## config.mk

```make
export PLATFORM = sky130hd
export DESIGN_NAME = two_wire_port
export DESIGN_NICKNAME = d
export VERILOG_FILES = /design/src/rtl/two_wire_pkg.sv /design/src/rtl/two_wire_port.sv
export SDC_FILE = /design/constraint.sdc
export NUM_CORES = 1
export LEC_CHECK = 0
export BUFFER_PORTS_ARGS = -buffer_cell sky130_fd_sc_hd__clkbuf_2
export CAP_MARGIN = 25
export CORE_MARGIN = 2
export CORE_UTILIZATION = 40
export DETAILED_ROUTE_END_ITERATION = 8
export PLACE_DENSITY = 0.64
export REMOVE_ABC_BUFFERS = 1
export SETUP_SLACK_MARGIN = 0.5
export SYNTH_ARGS = -nofsm -noshare
export SYNTH_HDL_FRONTEND = slang
export SYNTH_HIERARCHICAL = 1
export SYNTH_SLANG_ARGS = --single-unit
```

## constraint.sdc

```tcl
create_clock -name clk -period 3.45 [get_ports clk]
set_input_delay 0.345 -clock clk [delete_from_list [all_inputs] [get_ports clk]]
set_output_delay 0.345 -clock clk [all_outputs]
set_load 0.01 [all_outputs]
```

## src/rtl/two_wire_pkg.sv

```systemverilog
// shared types and constants for the two-wire bus controller
package two_wire_pkg;

	localparam int CLK_HZ     = 100_000_000;
	localparam int BUS_HZ     = 1_000_000;
	// least half period of the bus clock, rounded up to whole cycles
	localparam int HALF_CYC   = (CLK_HZ + 2 * BUS_HZ - 1) / (2 * BUS_HZ);
	localparam int CNT_W      = 16;
	localparam int FIFO_DEPTH = 8;
	localparam int BYTE_W     = 8;
	localparam int ADDR_W     = 7;

	localparam logic [3:0] BIT_FIRST = 4'h0;
	localparam logic [3:0] BIT_LAST  = 4'h7;
	localparam logic [3:0] BIT_ACK   = 4'h8;
	localparam logic [3:0] BIT_END   = 4'h9;
	localparam logic [3:0] BIT_STEP  = 4'h1;

	localparam logic [2:0] FILT_ONES  = 3'h7;
	localparam logic [2:0] FILT_ZEROS = 3'h0;
	localparam logic       BUS_IDLE   = 1'h1;
	localparam logic       BUS_LOW    = 1'h0;

	typedef enum logic [1:0] {OP_START, OP_WRITE, OP_READ, OP_STOP} op_t;

	// ack: for OP_READ, 1 answers the byte with an acknowledge
	typedef struct packed {
		op_t               op;
		logic              ack;
		logic [BYTE_W-1:0] data;
	} cmd_t;

	typedef struct packed {
		logic byte_done;
		logic start_seen;
		logic stop_seen;
		logic addr_hit;
		logic arb_lost;
		logic wake;
	} evt_t;

	typedef enum logic [3:0] {
		ST_IDLE, ST_WAIT, ST_S_ADDR, ST_S_RX, ST_S_TX,
		ST_M_START, ST_M_OWN, ST_M_LOW, ST_M_HIGH, ST_M_STOP1, ST_M_SCLUP, ST_M_STOP3
	} state_t;

endpackage

```

## src/rtl/two_wire_port.sv

```systemverilog
// two-wire bus controller: slave, master and multimaster, with receive fifo
`timescale 1ns/1ns

module two_wire_fifo
	import two_wire_pkg::*;
#(
	parameter int WIDTH = BYTE_W,
	parameter int DEPTH = FIFO_DEPTH
) (
	input  wire logic             clk,
	input  wire logic             rstn,
	input  wire logic             in_valid,
	output      logic             in_ready,
	input  wire logic [WIDTH-1:0] in_data,
	output      logic             out_valid,
	input  wire logic             out_ready,
	output      logic [WIDTH-1:0] out_data
);
	localparam int AW = (DEPTH > 1) ? $clog2(DEPTH) : 1;

	logic [WIDTH-1:0] mem_q [DEPTH];
	logic [AW-1:0]    wr_q;
	logic [AW-1:0]    rd_q;
	logic [AW:0]      cnt_q;
	logic             push;
	logic             pop;

	function automatic logic [AW-1:0] ptr_next(input logic [AW-1:0] p);
		if (p == AW'(DEPTH - 1)) begin
			return '0;
		end
		return p + AW'(1);
	endfunction

	assign in_ready  = (cnt_q != (AW + 1)'(DEPTH));
	assign out_valid = (cnt_q != '0);
	assign push      = in_valid & in_ready;
	assign pop       = out_valid & out_ready;
	assign out_data  = mem_q[rd_q];

	always_ff @(posedge clk) begin
		if (push) begin
			mem_q[wr_q] <= in_data;
		end
	end

	always_ff @(posedge clk) begin
		if (!rstn) begin
			wr_q  <= '0;
			rd_q  <= '0;
			cnt_q <= '0;
		end else begin
			if (push) wr_q <= ptr_next(wr_q);
			if (pop) rd_q <= ptr_next(rd_q);
			cnt_q <= cnt_q + (AW + 1)'(push) - (AW + 1)'(pop);
		end
	end
endmodule

// Behaviour
// - enabled slave waits for a start condition before any receive or transmit
// - master generates start and stop and begins transfers to addressed slaves
// - master waits on stretched clock, shortens high on sync, drops on lost arbitration
// - start events seen only when slave role enabled, not for master-only use
// - received 7-bit address compared to own address in hardware, proceed on match
// - address match while sleeping raises a wake pulse
// - first byte after start is 7-bit address plus direction, 1 means read
// - bus clock timing allows rates up to 1 Mbps
// - digital glitch filter on inputs, bypassed while the system sleeps
// - bytes handled one at a time, each completion flagged by an event pulse
// - start, stop, acknowledge and data framing done in hardware
module two_wire_port
	import two_wire_pkg::*;
#(
	parameter int HALF = HALF_CYC,
	parameter int DEPTH = FIFO_DEPTH
) (
	input  wire logic              clk,
	input  wire logic              rstn,
	input  wire logic              slave_en,
	input  wire logic              master_en,
	input  wire logic [ADDR_W-1:0] own_addr,
	input  wire logic              sleep,
	input  wire logic              scl_i,
	output      logic              scl_o,
	output      logic              scl_oe,
	input  wire logic              sda_i,
	output      logic              sda_o,
	output      logic              sda_oe,
	input  wire logic              cmd_valid,
	output      logic              cmd_ready,
	input  wire cmd_t              cmd,
	output      logic              rx_valid,
	input  wire logic              rx_ready,
	output      logic [BYTE_W-1:0] rx_data,
	output      evt_t              evt,
	output      logic              bus_busy,
	output      logic              nack_seen,
	output      logic              master_role
);
	state_t            state_q, state_d;
	logic [CNT_W-1:0]  cnt_q, cnt_d;
	logic [3:0]        bit_q, bit_d;
	logic [BYTE_W-1:0] shift_q, shift_d;
	logic              sda_drv_q, sda_d;
	logic              hold_q, hold_d;
	logic              rw_q, rw_d;
	logic              mrx_q, mrx_d;
	logic              ack_q, ack_d;
	logic              nack_q, nack_d;
	logic              rs_q, rs_d;
	logic              pend_q, pend_d;
	logic              busy_q;
	evt_t              evt_q, evt_d;
	logic [2:0]        scl_h_q, sda_h_q;
	logic              scl_f_q, sda_f_q, scl_p_q, sda_p_q;

	// three equal samples needed; in sleep the filter clock is gone, so pass raw
	function automatic logic filt(input logic [2:0] h, input logic cur, input logic byp,
			input logic raw);
		if (byp) return raw;
		if (h == FILT_ONES) return BUS_IDLE;
		if (h == FILT_ZEROS) return BUS_LOW;
		return cur;
	endfunction

	always_ff @(posedge clk) begin
		if (!rstn) begin
			scl_h_q <= FILT_ONES;
			sda_h_q <= FILT_ONES;
			scl_f_q <= BUS_IDLE;
			sda_f_q <= BUS_IDLE;
			scl_p_q <= BUS_IDLE;
			sda_p_q <= BUS_IDLE;
		end else begin
			scl_h_q <= {scl_h_q[1:0], scl_i};
			sda_h_q <= {sda_h_q[1:0], sda_i};
			scl_f_q <= filt(scl_h_q, scl_f_q, sleep, scl_i);
			sda_f_q <= filt(sda_h_q, sda_f_q, sleep, sda_i);
			scl_p_q <= scl_f_q;
			sda_p_q <= sda_f_q;
		end
	end

	wire scl_rise  = scl_f_q & ~scl_p_q;
	wire scl_fall  = ~scl_f_q & scl_p_q;
	wire start_det = scl_f_q & scl_p_q & sda_p_q & ~sda_f_q;
	wire stop_det  = scl_f_q & scl_p_q & ~sda_p_q & sda_f_q;
	wire addr_hit  = (shift_q[BYTE_W-1:1] == own_addr);
	wire timed     = (state_q inside {ST_M_START, ST_M_LOW, ST_M_STOP1, ST_M_STOP3})
		| ((state_q inside {ST_M_HIGH, ST_M_SCLUP}) & scl_f_q);
	wire tdone     = timed & (cnt_q == CNT_W'(HALF - 1));
	wire first_hi  = (cnt_q == '0) & scl_f_q;
	wire sync_lo   = (cnt_q != '0) & ~scl_f_q;
	wire nxt_ack   = (bit_q == BIT_LAST);
	wire want_push = ((state_q == ST_S_RX) & hold_q) | ((state_q == ST_M_OWN) & pend_q);
	wire fifo_rdy;
	wire cmd_take;

	assign master_role = state_q inside {ST_M_START, ST_M_OWN, ST_M_LOW, ST_M_HIGH,
		ST_M_STOP1, ST_M_SCLUP, ST_M_STOP3};
	assign cmd_ready = ((state_q == ST_IDLE) & master_en & ~busy_q & ~start_det
		& (cmd.op == OP_START)) | ((state_q == ST_M_OWN) & ~pend_q)
		| ((state_q == ST_S_TX) & hold_q);
	assign cmd_take  = cmd_valid & cmd_ready;
	assign scl_o     = BUS_LOW;
	assign sda_o     = BUS_LOW;
	// slave stretches while the fifo or the send data is not ready
	assign scl_oe    = hold_q | (state_q inside {ST_M_OWN, ST_M_LOW, ST_M_STOP1});
	assign sda_oe    = sda_drv_q;
	assign evt       = evt_q;
	assign bus_busy  = busy_q;
	assign nack_seen = nack_q;

	always_comb begin
		state_d = state_q;
		bit_d   = bit_q;
		shift_d = shift_q;
		sda_d   = sda_drv_q;
		hold_d  = hold_q;
		rw_d    = rw_q;
		mrx_d   = mrx_q;
		ack_d   = ack_q;
		nack_d  = nack_q;
		rs_d    = rs_q;
		pend_d  = pend_q;
		evt_d   = '0;
		evt_d.start_seen = start_det & slave_en & ~master_role;
		evt_d.stop_seen  = stop_det;
		case (state_q)
			ST_IDLE: begin
				if (cmd_take) begin
					state_d = ST_M_START;
					sda_d   = 1'b1;
					nack_d  = 1'b0;
				end
			end
			ST_S_ADDR, ST_S_RX: begin
				if (scl_rise) begin
					if (bit_q < BIT_ACK) shift_d = {shift_q[BYTE_W-2:0], sda_f_q};
					bit_d = bit_q + BIT_STEP;
				end
				if (scl_fall && bit_q == BIT_ACK) begin
					if (state_q == ST_S_ADDR) begin
						if (addr_hit) begin
							sda_d          = 1'b1;
							rw_d           = shift_q[0];
							evt_d.addr_hit = 1'b1;
							evt_d.wake     = sleep;
						end else begin
							state_d = ST_WAIT;
						end
					end else begin
						hold_d = 1'b1;
					end
				end
				if (hold_q && fifo_rdy) begin
					hold_d          = 1'b0;
					sda_d           = 1'b1;
					evt_d.byte_done = 1'b1;
				end
				if (scl_fall && bit_q == BIT_END) begin
					sda_d = 1'b0;
					bit_d = BIT_FIRST;
					if (state_q == ST_S_ADDR && rw_q) begin
						state_d = ST_S_TX;
						hold_d  = 1'b1;
					end else begin
						state_d = ST_S_RX;
					end
				end
			end
			ST_S_TX: begin
				if (cmd_take) begin
					hold_d  = 1'b0;
					shift_d = cmd.data;
					sda_d   = ~cmd.data[BYTE_W-1];
				end
				if (scl_rise) begin
					bit_d = bit_q + BIT_STEP;
					if (bit_q == BIT_ACK) begin
						nack_d          = sda_f_q;
						evt_d.byte_done = 1'b1;
						if (sda_f_q) state_d = ST_WAIT;
					end
				end
				if (scl_fall) begin
					if (bit_q < BIT_ACK) begin
						shift_d = {shift_q[BYTE_W-2:0], 1'b0};
						sda_d   = ~shift_q[BYTE_W-2];
					end else if (bit_q == BIT_ACK) begin
						sda_d = 1'b0;
					end else begin
						bit_d  = BIT_FIRST;
						hold_d = 1'b1;
					end
				end
			end
			ST_M_START: begin
				if (tdone) state_d = ST_M_OWN;
			end
			ST_M_OWN: begin
				if (pend_q && fifo_rdy) pend_d = 1'b0;
				if (cmd_take) begin
					case (cmd.op)
						OP_START: begin
							rs_d    = 1'b1;
							sda_d   = 1'b0;
							state_d = ST_M_STOP1;
						end
						OP_STOP: begin
							rs_d    = 1'b0;
							sda_d   = 1'b1;
							state_d = ST_M_STOP1;
						end
						OP_WRITE: begin
							// after a refused byte further writes are dropped
							if (!nack_q) begin
								shift_d = cmd.data;
								mrx_d   = 1'b0;
								bit_d   = BIT_FIRST;
								sda_d   = ~cmd.data[BYTE_W-1];
								state_d = ST_M_LOW;
							end
						end
						default: begin
							mrx_d   = 1'b1;
							ack_d   = cmd.ack;
							bit_d   = BIT_FIRST;
							sda_d   = 1'b0;
							state_d = ST_M_LOW;
						end
					endcase
				end
			end
			ST_M_LOW: begin
				if (tdone) state_d = ST_M_HIGH;
			end
			ST_M_HIGH: begin
				if (first_hi) begin
					if (bit_q == BIT_ACK) begin
						if (!mrx_q) nack_d = sda_f_q;
					end else if (mrx_q) begin
						shift_d = {shift_q[BYTE_W-2:0], sda_f_q};
					end else if (!sda_drv_q && !sda_f_q) begin
						state_d        = ST_WAIT;
						sda_d          = 1'b0;
						evt_d.arb_lost = 1'b1;
					end
				end
				if (state_d == ST_M_HIGH && (tdone || sync_lo)) begin
					if (bit_q == BIT_ACK) begin
						state_d         = ST_M_OWN;
						sda_d           = 1'b0;
						pend_d          = mrx_q;
						evt_d.byte_done = 1'b1;
					end else begin
						bit_d   = bit_q + BIT_STEP;
						state_d = ST_M_LOW;
						sda_d   = mrx_q ? (nxt_ack & ack_q) : (~nxt_ack & ~shift_q[BYTE_W-2]);
						if (!mrx_q) shift_d = {shift_q[BYTE_W-2:0], 1'b0};
					end
				end
			end
			ST_M_STOP1: begin
				if (tdone) state_d = ST_M_SCLUP;
			end
			ST_M_SCLUP: begin
				if (tdone) begin
					if (rs_q) begin
						state_d = ST_M_START;
						sda_d   = 1'b1;
						nack_d  = 1'b0;
					end else begin
						state_d = ST_M_STOP3;
						sda_d   = 1'b0;
					end
				end
			end
			ST_M_STOP3: begin
				if (tdone) state_d = ST_IDLE;
			end
			ST_WAIT: begin
			end
			default: state_d = ST_IDLE;
		endcase
		// repeated start toward the slave needs no case of its own, it restarts address phase
		if (!master_role) begin
			if (stop_det) begin
				state_d = ST_IDLE;
				sda_d   = 1'b0;
				hold_d  = 1'b0;
			end
			if (start_det) begin
				state_d = slave_en ? ST_S_ADDR : ST_WAIT;
				bit_d   = BIT_FIRST;
				sda_d   = 1'b0;
				hold_d  = 1'b0;
				rw_d    = 1'b0;
			end
		end
	end

	assign cnt_d = (state_d != state_q) ? '0 : (timed ? cnt_q + CNT_W'(1) : cnt_q);

	always_ff @(posedge clk) begin
		if (!rstn) begin
			state_q   <= ST_IDLE;
			cnt_q     <= '0;
			bit_q     <= BIT_FIRST;
			shift_q   <= '0;
			sda_drv_q <= 1'b0;
			hold_q    <= 1'b0;
			rw_q      <= 1'b0;
			mrx_q     <= 1'b0;
			ack_q     <= 1'b0;
			nack_q    <= 1'b0;
			rs_q      <= 1'b0;
			pend_q    <= 1'b0;
			busy_q    <= 1'b0;
			evt_q     <= '0;
		end else begin
			state_q   <= state_d;
			cnt_q     <= cnt_d;
			bit_q     <= bit_d;
			shift_q   <= shift_d;
			sda_drv_q <= sda_d;
			hold_q    <= hold_d;
			rw_q      <= rw_d;
			mrx_q     <= mrx_d;
			ack_q     <= ack_d;
			nack_q    <= nack_d;
			rs_q      <= rs_d;
			pend_q    <= pend_d;
			busy_q    <= start_det | (busy_q & ~stop_det);
			evt_q     <= evt_d;
		end
	end

	two_wire_fifo #(
		.WIDTH (BYTE_W),
		.DEPTH (DEPTH)
	) u_rx_fifo (
		.clk       (clk),
		.rstn      (rstn),
		.in_valid  (want_push),
		.in_ready  (fifo_rdy),
		.in_data   (shift_q),
		.out_valid (rx_valid),
		.out_ready (rx_ready),
		.out_data  (rx_data)
	);
endmodule

```

==> impl_metrics.ini, run 1 <==
[cells_and_area]
drive_gt1_share_pct = 21.3
fin_area_mm2 = 0.00867
fin_nets = 818
fin_util_pct = 46.8
diodes = 0
mostFrequentLayoutCell = dfxtp_1
layout_common_cells = dfxtp_1 (66), edfxtp_1 (64), nand2_1 (55)
syn2layout_area_growth_pct = 15.8
fillers = 1724
fin_cells = 1015

[critical_path]
cp_data_arrival_time_ns = 3.12
reg2reg_depth = 9
critPathMaxStageDelay_ns = 0.61
path_cells = buf_4, or4b_1, nor2_2, nand2_1, a22oi_1, a2111o_1, mux2i_4, buf_4, nor4_1
crit_family = simple AND/OR/NAND/NOR gates
cp_max_fo = 16
critical_path_class = register to register
cp-start-kind = register
end_kind = register
critPathSlowestCell = or4b_1
path_buf_inv = 2
worst-endpoint-required_ns = 3.76
crit_top_cell = buf_4
cp_num_cells = 9

[global_route]
antenna_found_initial = 0
first_global_vias = 5592
grt_start_max_net_pins = 39
grt_first_pass_wirelength_um = 30600
grt_overflow = 0
grtUsageTotal_pct = 20.0

[die]
dieHeight_um = 141
rows = 50
die_w_um = 141
boundaryPins = 50
core-area_mm2 = 0.0185
start_util_pct = 40.5
dieArea_mm2 = 0.0198

[routing]
wl_per_cell_um = 19.2
ant_nets = 0
firstDrtPassIters = 6
vias_per_cell = 5.86
wl_um = 19500
num_vias = 5946
drcViolationCount = 0
drt_iter0_drc = 438

[cts]
clock_path_buffers = 2
cts_tree = yes
clock_sinks = 134
cts-root-buf = clkbuf_16
cts_max_level = 4
path_clk_slew_ns = 0.06
hold_buffers = 0
insertion_delay_ns = 0.42
cts_buffers = 17

[worst_hold_path]
hold_depth = 2
hp-class = primary input to register

[sta]
setup_violations = 0
worst_slew_pin_slew_ns = 0.846
fin_tns_setup_ns = 0
whs_ns = 0.124
layout_worst_path_cycle_share_pct = 81.6
finClkSkew_ns = 0.0100
fin_crit_ns = 2.82
final_max_slew_viol_count = 0
rsz0062_at_grt = yes
fmax_ghz = 0.355
relSlewSlack_pct = 43.0
hold_viol_final = 0

[run_status]
status = completed

[synthesis]
synth_cells = 708
synth-edff-count = 64
synthFlopType = dfxtp_1
ys_top_cells_by_area = edfxtp_1 (26%), dfxtp_1 (19%), mux4_1 (5.3%)
yosysSeqAreaShare_pct = 44.4
async_flop_share_pct = 0
yosysTopAreaCell = edfxtp_1
synth.distinct_cells = 95
postSynthAreaPerCell_um2 = 10.6
synth_top_cell_area_share_pct = 25.7
syn_area_mm2 = 0.00749
synth-seq-cells = 134
ys_warn_count = 6

[place]
place_area_mm2 = 0.00804
port_buffers = 47
place_congestion = 0.912
hpwl_um = 13700
placed_cells = 981

[pwr]
vdd.ir_drop.worst_mv = 0.346
leakagePower_nw = 3.15
power_density_mw_per_mm2 = 486

[job]
cap_violations = 0
registers in the layout, summed over array words and instances (netlist names), 3 cells and up, named ones only:
name and count:
shift_q 8, u_rx_fifo/rd_q 3, evt 6, sda_h_q 3, state_q 4, scl_h_q 3
bit_q 4, u_rx_fifo/mem_q 64, u_rx_fifo/cnt_q 4, cnt_q 16, u_rx_fifo/wr_q 3
cell usage after synthesis (9+ instances only):
| cell | instances |
|---|---|
| nor3_1 | 22 |
| o21ai_0 | 32 |
| edfxtp_1 | 64 |
| nand3_1 | 31 |
| nor2_1 | 46 |
| nor2b_1 | 9 |
| buf_2 | 10 |
| dfxtp_1 | 70 |
| a21oi_1 | 23 |
| nand2b_1 | 17 |
| clkbuf_1 | 19 |
| inv_1 | 22 |
| nand2_1 | 55 |
| mux4_1 | 15 |
| xnor2_1 | 17 |
| and2_1 | 11 |
| nand4_1 | 16 |
| nor4_2 | 12 |
| xor2_1 | 10 |
| ha_1 | 21 |
stage by stage:
| step | power [mW] | setup slack (ns) |
|---|---|---|
| final | 4.21 | 0.635 |
| after global routing | 4.39 | 0.487 |
| after CTS | 4.25 | 0.536 |
| after detailed placement | 2.47 | 0.415 |
| after global placement | 2.46 | 0.445 |
| after floorplan | 2.24 | 0.193 |
repair_timing:
item / 4_1_cts / 5_1_grt
buffers inserted: 0 / 3
hold endpoints to repair: 0 / 0
pin swaps: 0 / 2
gates resized for setup: 2 / 9
setup endpoints to repair: 12 / 25
power by group:
part	total [mW]	switching (mW)	internal, mW
logic	0.686	0.365	0.321
clock network	1.76	0.752	1.01
registers	1.76	0.0605	1.70
worst paths after layout:
check	start	endpoint	slack [ns]
worst max-delay path	state_q[3]$_SDFF_PN0_	cnt_q[1]$_SDFFE_PP0P_	0.63
worst min-delay path	scl_i	scl_h_q[0]$_SDFF_PN1_	0.12
worst max register to register	state_q[3]$_SDFF_PN0_	cnt_q[1]$_SDFFE_PP0P_	0.63
worst min register to register	scl_h_q[1]$_SDFF_PN1_	scl_h_q[2]$_SDFF_PN1_	0.45
layer usage:
metal	GRT usage [%]	wire [µm]	part of all wire [%]	up-vias
li1	-	-	-	2840
met1	25.4	8390	43	2852
met2	33.2	9260	48	208
met3	4.72	1200	6.2	46
met4	7.89	621	3.2	0
met5	0	0	0	-
layout make-up:
| class | count | area, µm² | area share, % |
|---|---|---|---|
| Tap cell | 234 | 293 | 3.38 |
| Sequential cell | 134 | 3330 | 38.4 |
| Inverter | 23 | 86.3 | 0.996 |
| Clock buffer | 17 | 425 | 4.91 |
| Clock inverter | 14 | 144 | 1.66 |
| Multi-Input combinational cell | 511 | 3880 | 44.8 |
| Timing Repair Buffer | 82 | 510 | 5.89 |
cell families after synthesis:
kind of cell,after synthesis,share of synthesized area (%)
flops,134,44.4
other cells,1,0.0501
mux,34,8.32
compound gates,150,14.9
fa+ha+maj,22,3.77
simple gates,276,21.3
xor+xnor,27,3.16
buf+inv,64,4.14
Note: power is estimated with default switching activity, not from simulation.
==> inputs of run 2 (changes only) <==
- ABC_AREA: unset -> 1
- PLACE_DENSITY: 0.64 -> 0.66
- clock period: 3.45 -> 2.25 ns (I/O delays scaled with it)
==> run 2 against run 1 <==
Effect of this change: the flow now finishes with violations (negative setup slack); non-clock buffer count increased by 142; cell count increased by 45%; routed wire length increased by 20%; setup slack got worse by 0.69 ns; critical path type unchanged; critical endpoint is now state_q[0]$_SDFF_PN0_; largest cell class unchanged.
==> impl_metrics.ini, run 2 <==
[run_status]
status = finished with violations
violations = negative setup slack

[die]
core-area_mm2 = 0.0188
start_util_pct = 41.0
dieHeight_um = 143
dieArea_mm2 = 0.0203
rows = 50
die_w_um = 143
boundaryPins = 50

[global_route]
grt_first_pass_wirelength_um = 33100
grt_start_max_net_pins = 33
grtUsageTotal_pct = 21.0
first_global_vias = 6826
grt_overflow = 0
antenna_found_initial = 0

[place]
dp_slack_ns = -0.0714
port_buffers = 47
hpwl_um = 15100
place_congestion = 0.979
place_area_mm2 = 0.00896

[synthesis]
postSynthAreaPerCell_um2 = 7.67
ys_warn_count = 6
synth_top_cell_area_share_pct = 25.0
syn_area_mm2 = 0.00769
ys_top_cells_by_area = edfxtp_1 (25%), dfxtp_1 (18%), nand2_1 (12%)
async_flop_share_pct = 0
synth-edff-count = 64
synth_cells = 1002
synth-seq-cells = 134
yosysMostFrequentCell = nand2_1
yosysSeqAreaShare_pct = 43.2
yosysTopAreaCell = edfxtp_1
synth.distinct_cells = 55
synthFlopType = dfxtp_1
synth_common_cells = nand2_1 (249), inv_1 (164), nor2_1 (90)

[cts]
cts_max_level = 4
hold_buffers = 0
cts_buffers = 17
path_clk_slew_ns = 0.06
clock_path_buffers = 2
clock_sinks = 134
cts_tree = yes
cts-root-buf = clkbuf_16
insertion_delay_ns = 0.42

[pwr]
vdd.ir_drop.worst_mv = 0.619
power_density_mw_per_mm2 = 699
leakagePower_nw = 5.17

[critical_path]
worst-endpoint-required_ns = 2.60
cp_max_fo = 3
cp_data_arrival_time_ns = 2.65
critical_path_class = register to register
end_kind = register
reg2reg_depth = 15
path_cells = inv_2, nor2_4, inv_2, buf_6, o21ai_4, nor2_4, inv_1, nor2_2, nor2_2, nand2_4, buf_4, buf_4, buf_4, buf_4, nor2_1
r2r-start = state_q[2]$_SDFF_PN0_
cp-start-kind = register
regToRegSetupSlack_ns = -0.05
r2r_end = state_q[0]$_SDFF_PN0_
critPathLaunch = state_q[2]$_SDFF_PN0_
critPathMaxStageDelay_ns = 0.38
critPathSlowestCell = dfxtp_4
crit_top_cell = buf_4

[worst_hold_path]
whs_endpoint = sda_h_q[0]$_SDFF_PN1_
hp-class = primary input to register
worstHoldStart = sda_i
hold_depth = 2

[sta]
rsz0062_at_grt = yes
fmax_ghz = 0.434
relSlewSlack_pct = 60.8
fin_ws_ns = -0.0517
hold_viol_final = 0
fin_crit_ns = 2.30
setup_violations = 4
final_max_slew_viol_count = 0
layout_worst_path_cycle_share_pct = 102
worst_slew_pin_slew_ns = 0.583
finClkSkew_ns = 0.0115

[cells_and_area]
fin_area_mm2 = 0.0112
fillers = 1561
drive_gt1_share_pct = 41.6
fin_nets = 1272
syn2layout_area_growth_pct = 45.1
largest_register = u_rx_fifo/mem_q
ff_latch_area_mm2 = 0.00336
mostFrequentLayoutCell = nand2_1
largest_reg_flops = 64
multi_input_area_mm2 = 0.00444
diodes = 0
layout_common_cells = nand2_1 (198), inv_1 (149), buf_4 (139)
top_regs = u_rx_fifo/mem_q x64, cnt_q x16, shift_q x8

[routing]
ant_nets = 0
vias_per_cell = 5.13
wl_per_cell_um = 15.9
wl_um = 23300
drcViolationCount = 0
drt_iter0_drc = 479
num_vias = 7539
firstDrtPassIters = 6

[job]
cap_violations = 0
-- run 2: final cells by class --
type	count	area share, %
Multi-Input combinational cell	670	39.8
Sequential cell	134	30.1
Timing Repair Buffer	224	16.4
Inverter	175	6.20
Clock buffer	24	4.14
Tap cell	234	2.62
Clock inverter	8	0.695
Timing Repair inverter	1	0.101
-- run 2: cells by family (layout without fill, tap and decap cells) --
logic type	count (synthesis)	after routing	share of synthesized area [%]
XOR/XNOR	17	17	1.94
other	1	2	0.0488
buffers and inverters	200	432	11.2
adder cells (fa/ha/maj)	22	22	3.68
flip-flops	134	134	43.2
AO/OA/AOI/OAI	130	130	9.93
AND/OR/NAND/NOR	498	499	30.0
-- run 2: repair_timing --
| action | CTS | global route |
|---|---|---|
| resized for setup | 72 | 270 |
| pin swaps | 26 | 83 |
| gates cloned | 1 | 4 |
| setup buffers | 24 | 29 |
| setup endpoints to repair | 115 | 123 |
-- run 2: where the power goes --
group          leakage, nW  internal [mW]  total (mW)  switching [mW]
Combinational         3.75          0.998        2.37            1.37
Clock                0.259           1.55        2.60            1.05
Sequential            1.16           2.68        2.83           0.145
Total                 5.17           5.23        7.80            2.57
-- run 2: how the worst max path moves through the flow --
stage / endpoint / slack, ns / depth (start not counted)
2_1_floorplan: u_rx_fifo/cnt_q[2]$_SDFF_PN0_ / -0.75 / 13
3_3_place_gp: u_rx_fifo/cnt_q[2]$_SDFF_PN0_ / -0.02 / 12
3_5_place_dp: cnt_q[3]$_SDFFE_PP0P_ / -0.07 / 17
4_1_cts: u_rx_fifo/cnt_q[1]$_SDFF_PN0_ / 0.04 / 11
5_1_grt: cnt_q[3]$_SDFFE_PP0P_ / -0.13 / 16
6_report: state_q[0]$_SDFF_PN0_ / -0.05 / 15
-- run 2: routing by layer --
layer  wire length (µm)  up-vias  track usage (%)
met3               1220       59             4.16
met5                  0        -                0
met2              12200      236             37.2
met4                702        0             8.13
met1               9230     3568             24.9
li1                   -     3676                -
-- run 2: metrics by stage --
| step | util (%) | setup TNS, ns | hold slack, ns | cells | total power [mW] |
|---|---|---|---|---|---|
| 5_1_grt | 59.4 | -1.88 | 0.00528 | 1470 | 8.17 |
| 3_5_place_dp | 47.7 | -0.717 | 0.440 | 1380 | 4.59 |
| 2_1_floorplan | - | -43.80 | 0.295 | 978 | 3.89 |
| 6_report | 59.4 | -0.0987 | 0.0178 | 1470 | 7.80 |
| 3_3_place_gp | 47.7 | -0.0193 | 0.436 | 1380 | 4.55 |
| 4_1_cts | 52.8 | 0 | 0.00288 | 1437 | 7.24 |
-- run 2: worst max-delay path, delay by kind of cell (launching register included) --
kind	cells	cell delay, ns
AOI/OAI and AO/OA	1	0.25
DFF	1	0.38
buffers and inverters	8	0.94
and+or+nand+nor	6	0.69
==> inputs of run 3 (changes only) <==
- PLACE_DENSITY: 0.66 -> unset
==> run 3 against run 2 <==
Effect of this change: the run now ends clean; first-iteration DRC count grew 2.9%; fmax up 2.8%; critical endpoint is now cnt_q[15]$_SDFFE_PP0P_; die area stayed put; setup slack better by 0.062 ns; power increased by 2.3%; clock skew up 0.0024 ns; sequential power is essentially flat.
==> impl_metrics.ini, run 3 (synthesis gave the netlist of run 2 again) <==
[run_status]
status = completed

[global_route]
grt_first_pass_wirelength_um = 34000
grt_start_max_net_pins = 33
antenna_found_initial = 0
grt_overflow = 0
first_global_vias = 6903
grtUsageTotal_pct = 21.6

[pwr]
vdd.ir_drop.worst_mv = 0.531
seqPwrFrac_pct = 35.4
comb_power_share_pct = 28.2
switchingPower_mw = 2.69
power_switching_share_pct = 33.7
power_frac_clock_pct = 36.3
power_mw = 7.97
power_density_mw_per_mm2 = 708
leakagePower_nw = 5.14
power.internal_mw = 5.29

[cells_and_area]
largest_reg_flops = 64
fillers = 1628
fin_util_pct = 60.0
top_regs = u_rx_fifo/mem_q x64, cnt_q x16, shift_q x8
layout_common_cells = nand2_1 (202), inv_1 (146), buf_4 (118)
fin_nets = 1266
drive_gt1_share_pct = 41.9
multi_input_area_mm2 = 0.00446
fin_cells = 1464
syn2layout_area_growth_pct = 46.4
diodes = 0
mostFrequentLayoutCell = nand2_1
ff_latch_area_mm2 = 0.00336
largest_register = u_rx_fifo/mem_q

[routing]
wl_per_cell_um = 15.4
wl_um = 22500
vias_per_cell = 5.05
ant_nets = 0
num_vias = 7389
drt_iter0_drc = 493
drcViolationCount = 0
firstDrtPassIters = 5

[sta]
layout_worst_path_cycle_share_pct = 99.5
final_max_slew_viol_count = 0
finClkSkew_ns = 0.0140
fin_crit_ns = 2.24
rsz0062_at_grt = yes
hold_viol_final = 0
fin_tns_setup_ns = 0
whs_ns = 0.0680
fmax_ghz = 0.446
setup_violations = 0

[die]
boundaryPins = 50
dieArea_mm2 = 0.0203
rows = 50
start_util_pct = 41.0
dieHeight_um = 143
die_w_um = 143
core-area_mm2 = 0.0188

[cts]
insertion_delay_ns = 0.43
clock_sinks = 134
cts_max_level = 4
cts_tree = yes
path_clk_slew_ns = 0.07
cts_buffers = 17
clock_path_buffers = 2
cts-root-buf = clkbuf_16

[place]
place_congestion = 0.920
placed_cells = 1377
port_buffers = 47
hpwl_um = 14900

[critical_path]
worst-endpoint-required_ns = 2.55
cp_max_fo = 8
cp_data_arrival_time_ns = 2.54
end_kind = register
critical_path_class = register to register
cp-start-kind = register

[job]
cap_violations = 0

[worst_hold_path]
hp-class = primary input to register
==> run 3: repair_timing <==
action | 4_1_cts | 5_1_grt
buffers inserted | 32 | 20
endpoints found under the hold margin | 2 | 0
hold buffers | 2 | 0
gates cloned | 1 | 0
setup endpoints to repair | 115 | 124
pin swaps | 38 | 51
resized for setup | 168 | 202
==> run 3: final cells by class <==
type | instances | area share [%]
clock buffers | 17 | 3.78
multi-input cells | 669 | 39.6
inverters | 175 | 6.27
flip-flops and latches | 134 | 29.8
clock inverters | 15 | 1.62
repair buffers | 220 | 16.3
well taps | 234 | 2.60
==> run 3: worst max-delay path, cell delays in order, from the launching register on <==
cell and delay (ns):
dfxtp_4 0.38, inv_4 0.04, nor2_4 0.11, inv_2 0.07, buf_6 0.13, o21ai_4 0.21
nor2_2 0.06, buf_4 0.16, a211oi_4 0.24, buf_4 0.17, nand3_2 0.08, nand3_2 0.11
nor2_4 0.04, nand3_4 0.12, buf_12 0.16, nor2_4 0.04
==> run 3: routing by layer <==
layer  vias to the layer above  global-route usage, %  share of wire (%)
met5                         -                      0                  0
met4                         0                   5.99                1.8
met3                        45                   4.12                5.0
met2                       217                   39.0                 52
met1                      3459                   26.1                 41
li1                       3668                      -                  -
==> run 3: final timing paths <==
check / from / endpoint / slack (ns) / cells after the start
worst max-delay path: state_q[2]$_SDFF_PN0_ / cnt_q[15]$_SDFFE_PP0P_ / 0.01 / 15
worst min-delay path: sleep / scl_f_q$_SDFFE_PN1P_ / 0.07 / 2
worst max register to register: state_q[2]$_SDFF_PN0_ / cnt_q[15]$_SDFFE_PP0P_ / 0.01 / 15
worst min register to register: scl_h_q[1]$_SDFF_PN1_ / scl_h_q[2]$_SDFF_PN1_ / 0.47 / 1
==> run 3: power groups by stage <==
stage / registers, mW / logic, mW / clock network, mW
CTS: 2.82 / 1.94 / 2.95
global route: 2.84 / 2.49 / 3.04
finish: 2.83 / 2.25 / 2.90
detailed placement: 2.85 / 1.72 / 0
floorplan: 2.87 / 1.02 / 0
global placement: 2.85 / 1.71 / 0
==> run 3: metrics by stage <==
stage | setup slack (ns) | area, µm²
global route | -0.105 | 11300
floorplan | -0.746 | 7490
finish | 0.0102 | 11300
detailed placement | -0.133 | 8950
global placement | -0.104 | 8950
CTS | 0.0561 | 10400
